`src/shared/cidt_pkg.sv`:
```
/*
 * Constants for the instruction decode and timing core: field positions,
 * opcodes, register offsets, timing counts and the state and mode types.
 * Assumes every user refers to its names with cidt_pkg:: and imports nothing.
 */
package cidt_pkg;

    // Instruction word and operand fields
    localparam int WORD_W  = 14;
    localparam int FILE_W  = 7;
    localparam int BIT_W   = 3;
    localparam int LIT8_W  = 8;
    localparam int LIT11_W = 11;
    localparam int PC_W    = 13;
    localparam int DEST_POS = 7;
    localparam int BIT_LSB  = 7;
    localparam int OP6_LSB  = 8;
    localparam int OP4_LSB  = 10;
    localparam int OP3_LSB  = 11;

    // Formats, from the two top bits of the word
    localparam logic [1:0] FMT_BYTE = 2'h0;
    localparam logic [1:0] FMT_BIT  = 2'h1;
    localparam logic [1:0] FMT_JUMP = 2'h2;
    localparam logic [1:0] FMT_LIT  = 2'h3;

    // Opcodes the core acts on itself
    localparam logic [3:0]        OP_SKIP_CLR = 4'h6;
    localparam logic [3:0]        OP_SKIP_SET = 4'h7;
    localparam logic [3:0]        OP_LOAD_W   = 4'hC;
    localparam logic [WORD_W-1:0] SLEEP_WORD  = 14'h0063;

    // Timing
    localparam logic [1:0]      Q_LAST      = 2'h3;
    localparam int              OST_PERIODS = 1024;
    localparam logic [PC_W-1:0] IRQ_VECTOR  = 13'h0004;
    localparam logic [PC_W-1:0] PC_STEP     = 13'h0001;

    // Register map, byte addresses
    localparam logic [7:0] A_CTRL   = 8'h00;
    localparam logic [7:0] A_INSTR  = 8'h04;
    localparam logic [7:0] A_STATUS = 8'h08;
    localparam logic [7:0] A_WREG   = 8'h0C;
    localparam logic [7:0] A_PC     = 8'h10;
    localparam logic [7:0] A_DECODE = 8'h14;
    localparam int CTRL_OSC_LSB = 0;
    localparam int CTRL_GIE     = 3;
    localparam logic [3:0] CTRL_RESET = 4'h0;

    typedef enum logic [2:0] {
        OSC_LOW_POWER  = 3'h0,
        OSC_CRYSTAL    = 3'h1,
        OSC_HIGH_SPEED = 3'h2,
        OSC_INT_RC     = 3'h4,
        OSC_EXT_RC     = 3'h5
    } cidt_osc_t;

    typedef enum logic [4:0] {
        ST_RUN   = 5'h01,
        ST_NOP   = 5'h02,
        ST_SLEEP = 5'h04,
        ST_OST   = 5'h08,
        ST_DUMMY = 5'h10
    } cidt_state_t;

endpackage

```
`src/shared/cidt_decode_if.sv`:
```
/*
 * Carrier between the timing core and its field decoder.
 * Assumes the core drives the word and the decoder answers combinationally.
 */
interface cidt_decode_if;
    logic [cidt_pkg::WORD_W-1:0]  word;
    logic [1:0]                   fmt;
    logic [cidt_pkg::FILE_W-1:0]  f_addr;
    logic                         dest_f;
    logic [cidt_pkg::BIT_W-1:0]   bit_sel;
    logic [cidt_pkg::LIT8_W-1:0]  lit8;
    logic [cidt_pkg::LIT11_W-1:0] lit11;
    logic                         is_sleep;
    logic                         is_jump;
    logic                         is_skip_clr;
    logic                         is_skip_set;
    logic                         is_load_w;

    modport dec (input word, output fmt, f_addr, dest_f, bit_sel, lit8, lit11,
                 is_sleep, is_jump, is_skip_clr, is_skip_set, is_load_w);
    modport core (output word, input fmt, f_addr, dest_f, bit_sel, lit8, lit11,
                  is_sleep, is_jump, is_skip_clr, is_skip_set, is_load_w);
endinterface

```
`src/cidt_decoder.sv`:
```
/*
 * Field decoder: splits one instruction word into format and operands.
 * Assumes a stable word on the carrier; purely combinational.
 */
module cidt_decoder
(
    // Carrier
    cidt_decode_if.dec dif
);

    always_comb
    begin
        dif.fmt         = dif.word[cidt_pkg::WORD_W-1 -: 2];
        dif.f_addr      = dif.word[cidt_pkg::FILE_W-1:0];
        dif.dest_f      = dif.word[cidt_pkg::DEST_POS];
        dif.bit_sel     = dif.word[cidt_pkg::BIT_LSB +: cidt_pkg::BIT_W];
        dif.lit8        = dif.word[cidt_pkg::LIT8_W-1:0];
        dif.lit11       = dif.word[cidt_pkg::LIT11_W-1:0];
        dif.is_sleep    = (dif.word == cidt_pkg::SLEEP_WORD);
        // Opcode widths differ per format
        dif.is_jump     = (dif.fmt == cidt_pkg::FMT_JUMP);
        dif.is_skip_clr = (dif.word[cidt_pkg::WORD_W-1:cidt_pkg::OP4_LSB]
                           == cidt_pkg::OP_SKIP_CLR);
        dif.is_skip_set = (dif.word[cidt_pkg::WORD_W-1:cidt_pkg::OP4_LSB]
                           == cidt_pkg::OP_SKIP_SET);
        dif.is_load_w   = (dif.word[cidt_pkg::WORD_W-1:cidt_pkg::OP4_LSB]
                           == cidt_pkg::OP_LOAD_W);
    end

endmodule

```
`src/cidt_core_timing.sv`:
```
/*
 * Instruction decode and execution timing core with an APB register slave.
 * Assumes SYS_CLK is the oscillator, CE high for every oscillator period,
 * and an outside ALU that presents the addressed file register on FILE_DATA.
 */
// What this block does
// - Decode each 14-bit word into opcode, operands
// - File operand is 7-bit address 0x00-0x7F
// - d=0 result to accumulator, d=1 to file
// - 3-bit field picks one of eight bits
// - 8-bit literal; call and jump use 11 bits
// - One cycle; taken skip or branch adds no-op
// - Instruction cycle is four oscillator periods
// - Crystal modes wait 1024 periods after wake
// - Wake with interrupts enabled goes to 0004h
// - Accumulator is 8-bit, outside file address space
module cidt_core_timing
#(
    parameter int OST_CYCLES = cidt_pkg::OST_PERIODS
)
(
    // Clock, reset, enable
    input  wire logic        SYS_CLK,
    input  wire logic        RST_N,
    input  wire logic        CE,
    // APB slave
    input  wire logic        PSEL,
    input  wire logic        PENABLE,
    input  wire logic        PWRITE,
    input  wire logic [7:0]  PADDR,
    input  wire logic [31:0] PWDATA,
    output logic      [31:0] PRDATA,
    output logic             PREADY,
    output logic             PSLVERR,
    // Datapath side
    input  wire logic [7:0]  FILE_DATA,
    input  wire logic        WAKE,
    output logic      [6:0]  FILE_ADDR,
    output logic      [7:0]  FILE_WDATA,
    output logic             FILE_WE,
    output logic      [1:0]  Q_PHASE,
    output logic             CYCLE_END
);

    cidt_decode_if dif ();

    cidt_pkg::cidt_state_t            state;
    logic [1:0]                       q;
    logic [3:0]                       ctrl;
    logic [cidt_pkg::WORD_W-1:0]      instr;
    logic                             pending;
    logic [7:0]                       wreg;
    logic [cidt_pkg::PC_W-1:0]        pc;
    logic [10:0]                      ost_cnt;
    logic                             dummy_left;
    logic                             nop_flag;
    logic                             cyc_end;
    logic                             skip_true;
    logic                             take_two;
    logic                             global_interrupt_enable;
    logic                             slow_osc;
    logic                             setup;
    logic                             wr_acc;
    logic                             wr_instr;
    logic [10:0]                      ost_last;

    assign ost_last = 11'(OST_CYCLES - 1);
    assign global_interrupt_enable      = ctrl[cidt_pkg::CTRL_GIE];
    assign slow_osc = (ctrl[2:0] == cidt_pkg::OSC_CRYSTAL)
                   || (ctrl[2:0] == cidt_pkg::OSC_HIGH_SPEED)
                   || (ctrl[2:0] == cidt_pkg::OSC_LOW_POWER);

    cidt_decoder u_dec
    (
        .dif (dif.dec)
    );
    assign dif.word = instr;

    ////////////////////////////////////////////////////////////////////////
    // Oscillator phase counter

    // Four periods per instruction cycle; held at Q1 while asleep
    always_ff @(posedge SYS_CLK)
    begin
        if (!RST_N)
            q <= 2'h0;
        else if (CE)
        begin
            if (state == cidt_pkg::ST_SLEEP || state == cidt_pkg::ST_OST)
                q <= 2'h0;
            else
                q <= q + 2'h1;
        end
    end

    assign cyc_end   = CE && (q == cidt_pkg::Q_LAST)
                    && (state != cidt_pkg::ST_SLEEP) && (state != cidt_pkg::ST_OST);
    assign Q_PHASE   = q;
    assign CYCLE_END = cyc_end;

    ////////////////////////////////////////////////////////////////////////
    // Execute and sequence

    assign skip_true = (dif.is_skip_clr && !FILE_DATA[dif.bit_sel])
                    || (dif.is_skip_set &&  FILE_DATA[dif.bit_sel]);
    assign take_two  = dif.is_jump || skip_true;
    assign FILE_ADDR = dif.f_addr;

    always_ff @(posedge SYS_CLK)
    begin
        if (!RST_N)
        begin
            state      <= cidt_pkg::ST_RUN;
            pc         <= '0;
            ost_cnt    <= '0;
            dummy_left <= 1'b0;
            nop_flag   <= 1'b0;
        end
        else if (CE)
        begin
            case (state)
                cidt_pkg::ST_RUN:
                begin
                    nop_flag <= 1'b0;
                    if (cyc_end && pending)
                    begin
                        if (dif.is_sleep)
                            state <= cidt_pkg::ST_SLEEP;
                        else if (dif.is_jump)
                        begin
                            pc       <= {pc[12:11], dif.lit11};
                            state    <= cidt_pkg::ST_NOP;
                            nop_flag <= 1'b1;
                        end
                        else if (skip_true)
                        begin
                            pc       <= pc + cidt_pkg::PC_STEP;
                            state    <= cidt_pkg::ST_NOP;
                            nop_flag <= 1'b1;
                        end
                        else
                            pc <= pc + cidt_pkg::PC_STEP;
                    end
                end
                cidt_pkg::ST_NOP:
                begin
                    // Discarded fetch executes as a no-operation
                    if (cyc_end)
                    begin
                        state    <= cidt_pkg::ST_RUN;
                        nop_flag <= 1'b0;
                        if (!dif.is_jump)
                            pc <= pc + cidt_pkg::PC_STEP;
                    end
                end
                cidt_pkg::ST_SLEEP:
                begin
                    ost_cnt <= '0;
                    if (WAKE)
                    begin
                        pc <= pc + cidt_pkg::PC_STEP;
                        if (slow_osc)
                            state <= cidt_pkg::ST_OST;
                        else if (global_interrupt_enable)
                        begin
                            state      <= cidt_pkg::ST_DUMMY;
                            dummy_left <= 1'b1;
                        end
                        else
                            state <= cidt_pkg::ST_RUN;
                    end
                end
                cidt_pkg::ST_OST:
                begin
                    ost_cnt <= ost_cnt + 11'h001;
                    if (ost_cnt == ost_last)
                    begin
                        if (global_interrupt_enable)
                        begin
                            state      <= cidt_pkg::ST_DUMMY;
                            dummy_left <= 1'b1;
                        end
                        else
                            state <= cidt_pkg::ST_RUN;
                    end
                end
                cidt_pkg::ST_DUMMY:
                begin
                    // Two dummy cycles, then the vector
                    if (cyc_end)
                    begin
                        dummy_left <= 1'b0;
                        if (!dummy_left)
                        begin
                            pc    <= cidt_pkg::IRQ_VECTOR;
                            state <= cidt_pkg::ST_RUN;
                        end
                    end
                end
                default:
                    state <= cidt_pkg::ST_RUN;
            endcase
        end
    end

    ////////////////////////////////////////////////////////////////////////
    // Accumulator and file write-back

    // Accumulator lives only here, never on the file address bus
    always_ff @(posedge SYS_CLK)
    begin
        if (!RST_N)
            wreg <= 8'h00;
        else if (CE && cyc_end && pending && state == cidt_pkg::ST_RUN)
        begin
            if (dif.is_load_w)
                wreg <= dif.lit8;
            else if (dif.fmt == cidt_pkg::FMT_BYTE && !dif.dest_f && !dif.is_sleep)
                wreg <= FILE_DATA;
        end
    end

    always_ff @(posedge SYS_CLK)
    begin
        if (!RST_N)
        begin
            FILE_WE    <= 1'b0;
            FILE_WDATA <= 8'h00;
        end
        else if (CE)
        begin
            FILE_WE    <= cyc_end && pending && state == cidt_pkg::ST_RUN
                       && dif.fmt == cidt_pkg::FMT_BYTE && dif.dest_f;
            FILE_WDATA <= FILE_DATA;
        end
    end

    ////////////////////////////////////////////////////////////////////////
    // APB slave, zero wait states

    assign PREADY   = 1'b1;
    assign setup    = PSEL && !PENABLE;
    assign wr_acc   = PSEL && PENABLE && PWRITE;
    // Instruction slot is single; a write while it is full is refused
    assign wr_instr = wr_acc && PADDR == cidt_pkg::A_INSTR && !pending;
    assign PSLVERR  = PSEL && PENABLE
                   && ((PADDR == cidt_pkg::A_INSTR && PWRITE && pending)
                    || !(PADDR == cidt_pkg::A_CTRL || PADDR == cidt_pkg::A_INSTR
                    || PADDR == cidt_pkg::A_STATUS || PADDR == cidt_pkg::A_WREG
                    || PADDR == cidt_pkg::A_PC || PADDR == cidt_pkg::A_DECODE));

    always_ff @(posedge SYS_CLK)
    begin
        if (!RST_N)
            ctrl <= cidt_pkg::CTRL_RESET;
        else if (CE && wr_acc && PADDR == cidt_pkg::A_CTRL)
            ctrl <= PWDATA[3:0];
    end

    // New word wins over the consume in the same cycle
    always_ff @(posedge SYS_CLK)
    begin
        if (!RST_N)
        begin
            pending <= 1'b0;
            instr   <= '0;
        end
        else if (CE)
        begin
            if (wr_instr)
            begin
                instr   <= PWDATA[cidt_pkg::WORD_W-1:0];
                pending <= 1'b1;
            end
            else if (cyc_end && state == cidt_pkg::ST_RUN)
                pending <= 1'b0;
        end
    end

    always_ff @(posedge SYS_CLK)
    begin
        if (!RST_N)
            PRDATA <= 32'h0000_0000;
        else if (CE && setup)
        begin
            if (PADDR == cidt_pkg::A_CTRL)
                PRDATA <= {28'h0, ctrl};
            else if (PADDR == cidt_pkg::A_INSTR)
                PRDATA <= {18'h0, instr};
            else if (PADDR == cidt_pkg::A_STATUS)
                PRDATA <= {24'h0, state, nop_flag, 1'b0, pending};
            else if (PADDR == cidt_pkg::A_WREG)
                PRDATA <= {24'h0, wreg};
            else if (PADDR == cidt_pkg::A_PC)
                PRDATA <= {19'h0, pc};
            else if (PADDR == cidt_pkg::A_DECODE)
                PRDATA <= {2'h0, dif.lit11, dif.fmt, dif.dest_f, dif.bit_sel,
                           dif.f_addr, 6'h00};
            else
                PRDATA <= 32'h0000_0000;
        end
    end

    ////////////////////////////////////////////////////////////////////////
    // Checks

    a_cycle_four_periods: assert property (@(posedge SYS_CLK) disable iff (!RST_N)
        CE && cyc_end ##1 CE [*3] |-> !cyc_end)
        else $error("instruction cycle shorter than four periods");

    a_jump_two_cycles: assert property (@(posedge SYS_CLK) disable iff (!RST_N)
        cyc_end && state == cidt_pkg::ST_RUN && pending && dif.is_jump
        |=> state == cidt_pkg::ST_NOP)
        else $error("jump did not insert a no-op cycle");

    a_plain_one_cycle: assert property (@(posedge SYS_CLK) disable iff (!RST_N)
        cyc_end && state == cidt_pkg::ST_RUN && pending && !take_two && !dif.is_sleep
        |=> state == cidt_pkg::ST_RUN && pc == $past(pc) + cidt_pkg::PC_STEP)
        else $error("plain instruction took extra cycle");

    a_jump_target: assert property (@(posedge SYS_CLK) disable iff (!RST_N)
        cyc_end && state == cidt_pkg::ST_RUN && pending && dif.is_jump
        |=> pc[10:0] == $past(instr[10:0]))
        else $error("jump target not the 11-bit literal");

    a_load_w_lit: assert property (@(posedge SYS_CLK) disable iff (!RST_N)
        cyc_end && state == cidt_pkg::ST_RUN && pending && dif.is_load_w
        |=> wreg == $past(instr[7:0]))
        else $error("accumulator missed its literal");

    a_dest_file: assert property (@(posedge SYS_CLK) disable iff (!RST_N)
        CE && cyc_end && state == cidt_pkg::ST_RUN && pending
        && dif.fmt == cidt_pkg::FMT_BYTE && !dif.dest_f |=> !FILE_WE)
        else $error("file written with destination accumulator");

    a_rc_no_wait: assert property (@(posedge SYS_CLK) disable iff (!RST_N)
        CE && state == cidt_pkg::ST_SLEEP && WAKE && !slow_osc
        |=> state != cidt_pkg::ST_OST)
        else $error("rc mode waited for start-up");

    a_ost_length: assert property (@(posedge SYS_CLK) disable iff (!RST_N)
        state == cidt_pkg::ST_OST && ost_cnt != ost_last |=> state == cidt_pkg::ST_OST)
        else $error("start-up wait ended early");

    a_wake_vector: assert property (@(posedge SYS_CLK) disable iff (!RST_N)
        $fell(state == cidt_pkg::ST_DUMMY) |-> pc == cidt_pkg::IRQ_VECTOR)
        else $error("wake did not reach interrupt vector");

endmodule

```
`config.mk`:
```
export PLATFORM = sky130hd
export DESIGN_NAME = cidt_core_timing
export DESIGN_NICKNAME = d
export VERILOG_FILES = /design/src/shared/cidt_pkg.sv /design/src/shared/cidt_decode_if.sv /design/src/cidt_decoder.sv /design/src/cidt_core_timing.sv
export SDC_FILE = /design/constraint.sdc
export NUM_CORES = 1
export LEC_CHECK = 0
export BUFFER_PORTS_ARGS = -buffer_cell sky130_fd_sc_hd__buf_2
export CELL_PAD_IN_SITES_DETAIL_PLACEMENT = 1
export CELL_PAD_IN_SITES_GLOBAL_PLACEMENT = 2
export CORE_AREA = 10 10 158 124
export DETAILED_ROUTE_END_ITERATION = 16
export DIE_AREA = 0 0 168 134
export GPL_ROUTABILITY_DRIVEN = 0
export PLACE_DENSITY = 0.89
export SETUP_SLACK_MARGIN = 0.2
export SLEW_MARGIN = 15
export SYNTH_ARGS = -nofsm -noshare
export SYNTH_HDL_FRONTEND = slang
export SYNTH_SLANG_ARGS = --single-unit
```
`constraint.sdc`:
```
create_clock -name SYS_CLK -period 2.37 [get_ports SYS_CLK]
set_input_delay 0.1185 -clock SYS_CLK [delete_from_list [all_inputs] [get_ports SYS_CLK]]
set_output_delay 0.1185 -clock SYS_CLK [all_outputs]
set_load 0.02 [all_outputs]
```
### After elaboration in Yosys (flattened, before gate mapping)

Cells that the tools add are included.
Widths: inputs -> output; s select.

* register bits after elaboration: 101
* logic and storage cells: 156

* add/subtract/negate cells: 3
* magnitude comparators: 1
* eq/ne operators: 32
* multiplexer cells: 46
* reductions and logical operators: 60

Operators by type and width (number)
* $mux 30: 6
* $mux 13: 8
* $mux 5: 11
* $pmux 13 s4: 1
* $logic_and 1x1->1: 26
* $pmux 5 s5: 1
* $pmux 11 s2: 1
* $ne 2x2->1 const B: 9
* $eq 8x4->1 const B: 2
* $eq 8x5->1 const B: 2
* $mux 8: 2
* $eq 14x7->1 const B: 1
* $add 13x1->13 const B: 1
* $mux 1: 12
* $add 11x1->11 const B: 1
* $eq 11x10->1 const B: 1
* $logic_or 1x1->1: 10
* $reduce_and 10->1: 1
* $reduce_and 9->1: 1
* $eq 4x3->1 const B: 2
* $eq 8x3->1 const B: 1
* $logic_not 8->1: 1
* $reduce_and 2->1: 4
* $reduce_and 8->1: 1
* 27 further kinds: 36

### Longest topological paths before layout

Gate-level depths: netlist of run 1.

* depth in word-level cells: 10
* mapped depth: 9

### Modules after synthesis

From an unflattened synthesis of run 1, not the netlist that was laid out.

* cell total of the unflattened synthesis: 627
* area, all modules: 5302.6 µm²

Modules (own cells, without submodules)
* cidt_core_timing: times used 1, cells an instance 585, area each 4991.0 µm², seq. area each 1981.9 µm²
* cidt_decoder: times used 1, cells an instance 42, area each 311.5 µm², seq. area each 0.0 µm²

### Worst setup path after synthesis of run 1

Ideal clock, no wire load.

* path kind: reg-to-reg
* from: register state[1]
* to: register wreg[6]
* setup time: 0.128 ns
* data arrival time: 1.996 ns
* data required time: 2.242 ns
* path slack: 0.246 ns
* stages on the path, launching flop included: 9
* buffers on the path: 2
* clock period less this slack: 2.124 ns
* path through: dfxtp_1 -> buf_2 -> or2_2 -> o311a_1 -> o2111ai_1 -> clkbuf_1 -> nor2_1 -> a21oi_1 -> nor2_1

* cells in the longest elaborated chain, start to end: 7
* elaborated cells on any way between the ends: 9

Ends and longest elaborated chain
* from (decl): RTL line cidt_core_timing.sv:47 `cidt_pkg::cidt_state_t state;`
* from (signal assigned): RTL line cidt_core_timing.sv:113 `state <= cidt_pkg::ST_RUN;`
* from (signal assigned): RTL line cidt_core_timing.sv:128 `state <= cidt_pkg::ST_SLEEP;`
* from (signal assigned): RTL line cidt_core_timing.sv:132 `state <= cidt_pkg::ST_NOP;`
* $ne 5x3->1: RTL line cidt_core_timing.sv:97 `&& (state != cidt_pkg::ST_SLEEP) && (state != cidt_pkg::ST_OST);`
* $logic_and 1x1->1: RTL line cidt_core_timing.sv:97
* $logic_and 1x1->1 *: RTL line cidt_core_timing.sv:97
* via CYCLE_END: RTL line cidt_core_timing.sv:42 `output logic CYCLE_END`
* $logic_and 1x1->1 * (3 in series): RTL line cidt_core_timing.sv:214 `else if (CE && cyc_end && pending && state == cidt_pkg::ST_RUN)`
* $reduce_and 2->1 (no source line) *
* to (signal assigned): RTL line cidt_core_timing.sv:217 `wreg <= dif.lit8;`
* to (decl): RTL line cidt_core_timing.sv:52 `logic [7:0] wreg;`

Mark *: on every way through the listed nets, which the timed path passes. The rest lies on a longest branch.
A chain may end at the register's enable or synchronous reset.

### Worst setup path in the final report of run 1

* from: register state[0]
* to: register pc[11] (netlist name)

* cells in the longest elaborated chain, start to end: 6
* elaborated cells on any way between the ends: 20

Ends and longest elaborated chain
* $ne 5x3->1: RTL line cidt_core_timing.sv:97
* $logic_and 1x1->1 (2 in series): RTL line cidt_core_timing.sv:97
* $logic_and 1x1->1: RTL line cidt_core_timing.sv:125 `if (cyc_end && pending)`
* $ne 2x2->1 (no source line)
* $reduce_and 10->1 (no source line)
* to (signal assigned): RTL line cidt_core_timing.sv:131 `pc <= {pc[12:11], dif.lit11};`
* to (signal assigned): RTL line cidt_core_timing.sv:137 `pc <= pc + cidt_pkg::PC_STEP;`
* to (signal assigned): RTL line cidt_core_timing.sv:142 `pc <= pc + cidt_pkg::PC_STEP;`
* to (decl): RTL line cidt_core_timing.sv:53 `logic [cidt_pkg::PC_W-1:0] pc;`

Several ways; a longest one is shown, not always the timed one.

==> flow_metrics.env, run 1 <==
export IMPL_status="complete, no violations"
export IMPL_final_min_clock_period_ns=2.16
export IMPL_sw_frac_of_total_pct=26.0
export IMPL_vias=5265
export IMPL_core_area_um2=16500
export IMPL_powerDensity_nw_per_um2=548
export IMPL_design_portCount=108
export IMPL_internal_power_mw=2.55
export IMPL_vias_per_cell=5.58
export IMPL_cts_tree="built"
export IMPL_drt_iter0_markers=486
export IMPL_io_buffers=86
export IMPL_place_area_um2=5780
export IMPL_clk_latency_ns=0.36
export IMPL_grt_max_degree=62
export IMPL_placedCellCount=916
export IMPL_crit_arrival_ns=2.42
export IMPL_critPathMaxFanout=8
export IMPL_synth_seq_cells=96
export IMPL_synth_edff_count=0
export IMPL_grt_use_total_pct=16.3
export IMPL_root_buffer="clkbuf_16"
export IMPL_grt_met2_usage_pct=25.7
export IMPL_critical_path_startpoint="state[0]"
export IMPL_hold_start="PWDATA[6]"
export IMPL_switching_power_mw=0.897
export IMPL_final_setup_tns_ns=0
export IMPL_synthArstFlopShare_pct=0
export IMPL_grt_pass1_wl_um=30000
export IMPL_hold_path_class="primary input to flop"
export IMPL_post_drt_wl_per_cell_um=20.6
export IMPL_fin_cells=943
export IMPL_rsz0062_at_grt="yes"
export IMPL_clockBufferDepth=2
export IMPL_antenna_found_initial=0
export IMPL_netlist_area_um2=5000
export IMPL_met3_usage_pct=4.26
export IMPL_drt_total_wl_um=19400
export IMPL_layout_nets=781
export IMPL_max_slew_margin_rel_pct=55.3
export IMPL_antenna_cells=0
export IMPL_r2r_start="state[0]"
export IMPL_post_route_period_util_pct=91.1
export IMPL_setup_viol=0
export IMPL_synth_ff_type="dfxtp_1"
export IMPL_hpwl_um=13900
export IMPL_syn_inst=625
export IMPL_drtPass1Iterations=5
export IMPL_maxSlewViolCount=0
export IMPL_h_tree_depth=3
export IMPL_design_area_um2=6300
export IMPL_grt_use_met1_pct=21.5
export IMPL_crit_path_end="pc[11]"
export IMPL_irDropWorstVdd_mv=0.323
export IMPL_layout_drive_gt1_share_pct=25.7
export IMPL_reg2reg_setup_slack_ns=0.21
export IMPL_synth_area_per_cell_um2=8.01
export IMPL_clk_pin_slew_worst_paths_ns=0.08
export IMPL_r2r_end="pc[11]"
export IMPL_p_seq_share_pct=47.2
export IMPL_worst_slew_pin_slew_ns=0.665
export IMPL_top_usage_layer="met2"
export IMPL_drv_cap=0
export IMPL_fmax_mhz=463
export IMPL_die_h_um=134
export IMPL_area_growth_pct=26.0
export IMPL_final_antenna_net_count=0
export IMPL_std_cell_rows=41
export IMPL_crit_path_end_kind="flop"
export IMPL_power_frac_comb_pct=6.6
export IMPL_startpoint_type="flop"
export IMPL_start_util_pct=30.4
export IMPL_hold_violations=0
export IMPL_yosys_warnings=0
export IMPL_cellLeakagePower_nw=2.46
export IMPL_ys_types=66
export IMPL_clkSinkCount=96
export IMPL_fp_dieArea_um2=22500
export IMPL_die_w_um=168
export IMPL_grt_pass1_vias=5405
export IMPL_yosysSeqAreaShare_pct=38.4
export IMPL_crit_required_ns=2.64
export IMPL_reg2reg_depth=6
export IMPL_worstSetupPathType="flop to flop"
export IMPL_grt_ovfl_total=0
export IMPL_clock_power_share_pct=46.3
export IMPL_numCtsBuffers=9
export IMPL_finalClockSkew_ns=0.0114
export IMPL_drc=0
## per-layer routing
metal	wire length [um]	up-vias
li1	-	2436
met1	8730	2610
met2	8980	197
met3	1390	22
met4	323	0
met5	0	-
## power by group through the flow
| stage | Sequential [mW] | Combinational, mW | Clock, mW |
|---|---|---|---|
| floorplan | 1.68 | 0.107 | 0 |
| global placement | 1.67 | 0.210 | 0 |
| detailed placement | 1.67 | 0.216 | 0 |
| CTS | 1.63 | 0.224 | 1.62 |
| global route | 1.63 | 0.248 | 1.69 |
| finish | 1.63 | 0.227 | 1.60 |
## cells by family after synthesis
group           after synthesis  share of synthesized area (%)
simple gates                248                           24.1
compound gates              170                           22.1
flops                        96                           38.4
buf+inv                      62                           6.08
mux                          28                           5.63
xor+xnor                     16                           2.80
fa+ha+maj                     3                          0.750
other cells                   2                          0.150
## flip-flops by register name, indices dropped and copies added (netlist names), 4 cells and up
signal,flops
PRDATA,27
dif.word,14
pc,13
ost_cnt,11
FILE_WDATA,8
wreg,8
state,5
ctrl,4
## worst min-delay path by stage
stage                   endpoint  slack (ns)  cells past startpoint
detailed placement   dif.word[7]        0.37                      3
floorplan            dif.word[9]        0.25                      2
CTS                 dif.word[11]       0.003                      3
global placement     dif.word[8]        0.36                      3
finish               dif.word[6]        0.01                      3
global route         dif.word[6]        0.03                      3
## placed cells by master, fill, tap and decap left out, types with 5 or more instances in the layout
cell and n:
a31oi_1 7, a21oi_1 59, a22oi_1 22, nor3_1 7
nor2b_1 7, dfxtp_1 88, nand3_1 17, o21ai_0 24
mux2i_1 27, buf_4 46, nand2b_1 5, and2_1 6
nand4_1 7, inv_1 6, xor2_1 7, clkbuf_16 9
nor2_1 81, buf_2 87, xnor2_1 9, dlygate4sd3_1 5
dfxtp_2 6, nand2_1 73, a211oi_1 7
## cell type report
class,count,area (um^2)
fillers,1963,10200
clock buffers,9,225
multi-input cells,468,2870
clock inverters,7,92.6
well taps,215,269
repair buffers,141,882
flip-flops and latches,96,1940
inverters,7,26.3
## repair_timing
item                                   CTS  global route
gates cloned                             0             1
gates resized for setup                  8            25
endpoints found under the hold margin    5             0
buffers inserted                         0             5
pin swaps                                1             5
hold buffers                             5             0
setup endpoints to repair                9            18
## critical path: stages (launching register included)
cell	delay, ns
dfxtp_2	0.45
nor2b_2	0.24
and2_4	0.17
nand2_2	0.11
a211o_1	0.38
or3_4	0.42
o41ai_2	0.29
## Yosys cell counts (all sizes together) (7+ instances only)
library cell / count / share of area, %
dfxtp: 96 / 38
nor2: 82 / 6.2
nand2: 74 / 5.6
a21oi: 60 / 6.0
clkbuf: 28 / 2.1
o21ai: 28 / 2.8
buf: 27 / 3.5
mux2i: 27 / 5.4
a22oi: 22 / 3.3
nand3: 17 / 1.7
nor3: 11 / 1.5
xnor2: 9 / 1.6
nor2b: 8 / 1.0
a211oi: 7 / 1.1
a31oi: 7 / 0.88
and2: 7 / 0.88
inv: 7 / 0.53
nand4: 7 / 0.88
xor2: 7 / 1.2
## metrics by stage
stage	util [%]	hold slack [ns]	power, mW	setup WS [ns]
finish	38.3	0.0112	3.45	0.212
global route	38.3	0.0252	3.57	0.124
CTS	37.5	0.00283	3.48	0.149
detailed placement	35.1	0.374	1.88	0.0458
global placement	35.1	0.365	1.88	0.185
floorplan	-	0.254	1.79	0.246
Power figures use the tool's default switching activity.
==> inputs of run 2 (changes only) <==
- SETUP_SLACK_MARGIN: 0.2 -> 0.3
==> run 2 against run 1 <==
Sequential share of layout area fell by 0.45 points. Non-clock buffer count grew 15. Routed wire length rose by 0.76%. Highest routed layer unchanged. Flip-flop and latch count did not move. Setup slack better by 0.044 ns. Largest power group unchanged. Clock power shrank 4%. Power down 1.6%. Combinational power barely moved. First-iteration DRC count down 7.0%. Via count about the same. Sequential power barely moved. Cell count grew 1.6%.
==> flow_metrics.env, run 2 (synthesis gave the netlist of run 1 again) <==
export IMPL_worst_slew_pin_slew_ns=0.634
export IMPL_powerDensity_nw_per_um2=528
export IMPL_regMostFlops="PRDATA"
export IMPL_irDropWorstVdd_mv=0.425
export IMPL_rsz0062_at_grt="yes"
export IMPL_clk_pin_slew_worst_paths_ns=0.07
export IMPL_placedCellCount=915
export IMPL_cp_slowest_cell="or3_1"
export IMPL_cts_tree="built"
export IMPL_fillers=1973
export IMPL_post_drt_wl_per_cell_um=20.4
export IMPL_crit_path_end_kind="flop"
export IMPL_hold_path_class="primary input to flop"
export IMPL_vias=5270
export IMPL_top_usage_layer="met2"
export IMPL_drt_total_wl_um=19600
export IMPL_grt_use_total_pct=16.2
export IMPL_die_h_um=134
export IMPL_layout_drive_gt1_share_pct=28.5
export IMPL_drv_cap=0
export IMPL_clkSinkCount=96
export IMPL_fmax_mhz=473
export IMPL_area_growth_pct=28.6
export IMPL_status="complete, no violations"
export IMPL_reg2reg_setup_slack_ns=0.26
export IMPL_finalClockSkew_ns=0.00762
export IMPL_core_area_um2=16500
export IMPL_fin_cells=958
export IMPL_start_util_pct=30.4
export IMPL_std_cell_rows=41
export IMPL_max_slew_margin_rel_pct=57.5
export IMPL_numCtsBuffers=9
export IMPL_post_route_period_util_pct=89.2
export IMPL_final_antenna_net_count=0
export IMPL_startpoint_type="flop"
export IMPL_clk_latency_ns=0.36
export IMPL_antenna_cells=0
export IMPL_drt_iter0_markers=452
export IMPL_worstSetupPathType="flop to flop"
export IMPL_grt_pass1_vias=5417
export IMPL_grt_met2_usage_pct=26.4
export IMPL_crit_arrival_ns=2.37
export IMPL_drtPass1Iterations=7
export IMPL_largest_reg_flops=27
export IMPL_crit_path_max_incr_delay_ns=0.42
export IMPL_h_tree_depth=3
export IMPL_setup_viol=0
export IMPL_drc=0
export IMPL_maxSlewViolCount=0
export IMPL_layout_common_cells="buf_2, dfxtp_1, nor2_1, nand2_1, buf_4"
export IMPL_crit_required_ns=2.63
export IMPL_antenna_found_initial=0
export IMPL_cellLeakagePower_nw=2.53
export IMPL_met3_usage_pct=4.67
export IMPL_grt_pass1_wl_um=30000
export IMPL_fp_dieArea_um2=22500
export IMPL_final_min_clock_period_ns=2.11
export IMPL_hpwl_um=14100
export IMPL_grt_ovfl_total=0
export IMPL_design_portCount=108
export IMPL_hold_violations=0
export IMPL_grt_use_met1_pct=20.3
export IMPL_finish_utilization_pct=39.1
export IMPL_root_buffer="clkbuf_16"
export IMPL_die_w_um=168
export IMPL_critPathMaxFanout=11
export IMPL_clockBufferDepth=2
export IMPL_power_mw=3.40
export IMPL_vias_per_cell=5.50
export IMPL_layout_commonest_cell="buf_2"
export IMPL_crit_chain="o21ai_0 > o211ai_1 > a211o_1 > or3_1 > o41ai_1"
export IMPL_layout_nets=796
export IMPL_io_buffers=86
export IMPL_final_setup_tns_ns=0
export IMPL_grt_max_degree=60
==> run 2: metrics by stage <==
| stage | hold WS [ns] | setup WS, ns | area, um^2 |
|---|---|---|---|
| after detailed placement | 0.369 | 0.107 | 5770 |
| after CTS | 0.000349 | 0.293 | 6160 |
| after floorplan | 0.254 | 0.294 | 5020 |
| after global routing | 0.0167 | 0.105 | 6430 |
| final | 0.00486 | 0.256 | 6430 |
| after global placement | 0.374 | 0.151 | 5770 |
==> run 2: cell type report <==
type / instances / area [um^2] / area share (%)
clock inverter: 6 / 72.6 / 1.13
sequential: 96 / 1950 / 30.3
tap: 215 / 269 / 4.18
multi-input combinational: 468 / 2910 / 45.2
clock buffer: 10 / 229 / 3.56
timing repair buffer: 156 / 977 / 15.2
inverter: 7 / 26.3 / 0.408
==> run 2: timing repair <==
action | CTS | global route
resized for setup | 14 | 35
pin swaps | 1 | 10
hold buffers | 5 | 0
buffers inserted | 2 | 18
cloned | 0 | 2
endpoints found under the setup margin | 17 | 23
hold endpoints to repair | 5 | 0
==> run 2: path summary, 6_finish.rpt <==
path | from | end | cells past startpoint
worst max register to register | state[1] | pc[11] | 5
worst min register to register | PRDATA[25] | PRDATA[25] | 2
worst max-delay path | state[1] | pc[11] | 5
worst min-delay path | PWDATA[3] | ctrl[3] | 3
==> run 2: power by group <==
part           total (mW)  leakage [nW]  switching, mW  internal [mW]
combinational       0.230          1.60          0.150         0.0794
sequential           1.62         0.781        0.00678           1.62
clock                1.54         0.150          0.705          0.837
total                3.40          2.53          0.862           2.53
==> run 2: metal layers <==
metal	vias to the layer above	wire length [um]	part of all wire, %
li1	2458	-	-
met1	2585	8560	44
met2	192	9100	46
met3	35	1540	7.9
met4	0	359	1.8
met5	-	0	0
==> run 2: worst max-delay path, delay by kind of cell, from the launching register on <==
family / cells / cell delay [ns]
flops: 1 / 0.41
simple gates: 1 / 0.42
compound gates: 4 / 1.20
==> inputs of run 3 (changes only) <==
- ABC_AREA: unset -> 1
- CORE_AREA: 10 10 158 124 -> 10 10 166 129
- DIE_AREA: 0 0 168 134 -> 0 0 176 139
==> run 3 against run 2 <==
Register-to-register slack better by 0.15 ns. Non-clock buffer count down 43. Critical endpoint is now state[0]. Highest routed layer unchanged. Sequential power hardly changed.
==> flow_metrics.env, run 3 <==
export IMPL_startpoint_type="flop"
export IMPL_final_min_clock_period_ns=1.96
export IMPL_worstSetupPathType="flop to flop"
export IMPL_area_growth_pct=20.7
export IMPL_synth_ff_type="dfxtp_1"
export IMPL_synth_top_area_share_pct=37.0
export IMPL_design_area_um2=6260
export IMPL_fp_dieArea_um2=24500
export IMPL_numCtsBuffers=9
export IMPL_powerDensity_nw_per_um2=529
export IMPL_finalClockSkew_ns=0.0144
export IMPL_status="complete, no violations"
export IMPL_synth_seq_cells=96
export IMPL_yosysSeqAreaShare_pct=37.0
export IMPL_io_buffers=86
export IMPL_max_slew_margin_rel_pct=62.9
export IMPL_drt_total_wl_um=20000
export IMPL_netlist_top_cells_count="nand2_1, dfxtp_1, nor2_1"
export IMPL_core_area_um2=18200
export IMPL_start_util_pct=28.6
export IMPL_antenna_found_initial=1
export IMPL_grt_pass1_wl_um=31800
export IMPL_critPathMaxFanout=5
export IMPL_root_buffer="clkbuf_16"
export IMPL_fillers=2404
export IMPL_layout_nets=931
export IMPL_final_setup_tns_ns=0
export IMPL_synth_area_per_cell_um2=6.63
export IMPL_post_synth_top_count_cell="nand2_1"
export IMPL_setup_viol=0
export IMPL_cp_slowest_cell="dfxtp_1"
export IMPL_post_cts_buffers=0
export IMPL_r2r_start="ost_cnt[0]"
export IMPL_layout_drive_gt1_share_pct=19.0
export IMPL_cellLeakagePower_nw=2.69
export IMPL_regMostFlops="PRDATA"
export IMPL_die_h_um=139
export IMPL_layout_common_cells="nand2_1, dfxtp_1, buf_2, inv_1, nor2_1"
export IMPL_drc=0
export IMPL_crit_required_ns=2.60
export IMPL_maxSlewViolCount=0
export IMPL_cts_tree="built"
export IMPL_fin_cells=1125
export IMPL_worst_slew_pin_slew_ns=0.554
export IMPL_std_cell_rows=43
export IMPL_holdWs_ns=0.0222
export IMPL_grt_ovfl_total=0
export IMPL_power_mw=3.31
export IMPL_grt_pass1_vias=5628
export IMPL_drtPass1Iterations=5
export IMPL_fmax_mhz=509
export IMPL_die_w_um=176
export IMPL_netlist_area_um2=5190
export IMPL_drv_cap=0
export IMPL_critical_path_startpoint="ost_cnt[0]"
export IMPL_hpwl_um=16000
export IMPL_vias=5599
export IMPL_h_tree_depth=3
export IMPL_drt_iter0_markers=361
export IMPL_clockBufferDepth=2
export IMPL_yosysTopAreaCell="dfxtp_1"
export IMPL_crit_arrival_ns=2.19
export IMPL_yosys_warnings=0
export IMPL_place_area_um2=5920
export IMPL_crit_chain="ha_1 > nand3_1 > nor2_1 > nand4_1 > nand2_1 > inv_1 > nor3_2 > nand2_1 > nand2_1 > nand3_1"
export IMPL_hold_violations=0
export IMPL_clk_latency_ns=0.37
export IMPL_layout_commonest_cell="nand2_1"
export IMPL_hold_start="PWDATA[2]"
export IMPL_path_common_cell="nand2_1"
export IMPL_grt_use_total_pct=16.3
export IMPL_irDropWorstVdd_mv=0.358
export IMPL_crit_path_end_kind="flop"
export IMPL_syn_inst=783
export IMPL_post_drt_wl_per_cell_um=17.8
export IMPL_ys_types=41
export IMPL_synthArstFlopShare_pct=0
export IMPL_post_route_period_util_pct=82.9
export IMPL_crit_path_max_incr_delay_ns=0.39
export IMPL_hold_path_class="primary input to flop"
export IMPL_largest_reg_flops=27
export IMPL_placedCellCount=1106
export IMPL_final_antenna_net_count=0
export IMPL_synth_edff_count=0
export IMPL_design_portCount=108
export IMPL_grt_max_degree=33
export IMPL_clk_pin_slew_worst_paths_ns=0.07
export IMPL_clkSinkCount=96
export IMPL_vias_per_cell=4.98
export IMPL_antenna_cells=0
export IMPL_rsz0062_at_grt="yes"
export IMPL_synthTopCellsByArea="dfxtp_1, nand2_1, a21oi_1"
==> run 3: cell types whose count changed in the layout (fill, tap and decap cells not counted), sizes merged, moves of 19 or more <==
cell / delta
a21oi: +23
a22oi: -19
buf: -38
inv: +84
mux2i: -27
nand2: +90
nand3: +37
o21ai: +54
==> run 3: logic make-up after synthesis <==
logic type | Yosys count | synth area share [%]
AOI/OAI and AO/OA | 183 | 18.4
DFF | 96 | 37.0
xor gates and xnor gates | 10 | 1.69
other | 2 | 0.145
buffers and inverters | 129 | 10.7
adders and majority gates | 3 | 0.723
and+or+nand+nor | 360 | 31.3
==> run 3: layout make-up <==
type                            count  area, um^2  area share (%)
Sequential cell                    96        1920            30.7
Clock buffer                       10         229            3.65
Multi-Input combinational cell    559        2750            43.9
Inverter                           94         358            5.71
Timing Repair Buffer              113         641            10.2
Clock inverter                      6        57.6           0.919
Tap cell                          247         309            4.93
==> run 3: power by group <==
group	internal (mW)	total [mW]	switching, mW	leakage (nW)
registers	1.62	1.63	0.00786	0.775
clock network	0.742	1.47	0.729	0.142
logic	0.0683	0.209	0.141	1.77
==> run 3: worst paths after layout <==
path	endpoint	slack (ns)	cells after the start
worst min register to register	PRDATA[25]	0.46	2
worst min-delay path	ctrl[2]	0.02	3
worst max register to register	state[0]	0.41	10
worst max-delay path	state[0]	0.41	10
==> run 3: what timing repair did <==
item                       CTS  global route
resized for setup            0             9
hold endpoints to repair     2             1
setup endpoints to repair    0            24
hold buffers                 2             1
==> run 3: layer usage <==
layer / wire, um / vias up / global-route usage (%)
met1: 9960 / 2691 / 23.0
li1: - / 2734 / -
met3: 1320 / 18 / 3.70
met2: 8460 / 156 / 24.3
met5: 0 / - / 0
met4: 256 / 0 / 4.05
==> run 3: per-stage QoR <==
step | utilization [%] | setup WS, ns
2_1_floorplan | - | 0.642
3_3_place_gp | 32.5 | 0.440
3_5_place_dp | 32.5 | 0.401
4_1_cts | 34.2 | 0.366
5_1_grt | 34.5 | 0.234
6_report | 34.5 | 0.405
==> run 3: worst max-delay path: cells and delay by family, from the launching register on <==
family / cells / cell delay [ns]
buffers and inverters: 1 / 0.08
adder cells (fa/ha/maj): 1 / 0.22
AND/OR/NAND/NOR: 8 / 1.16
flip-flops: 1 / 0.39
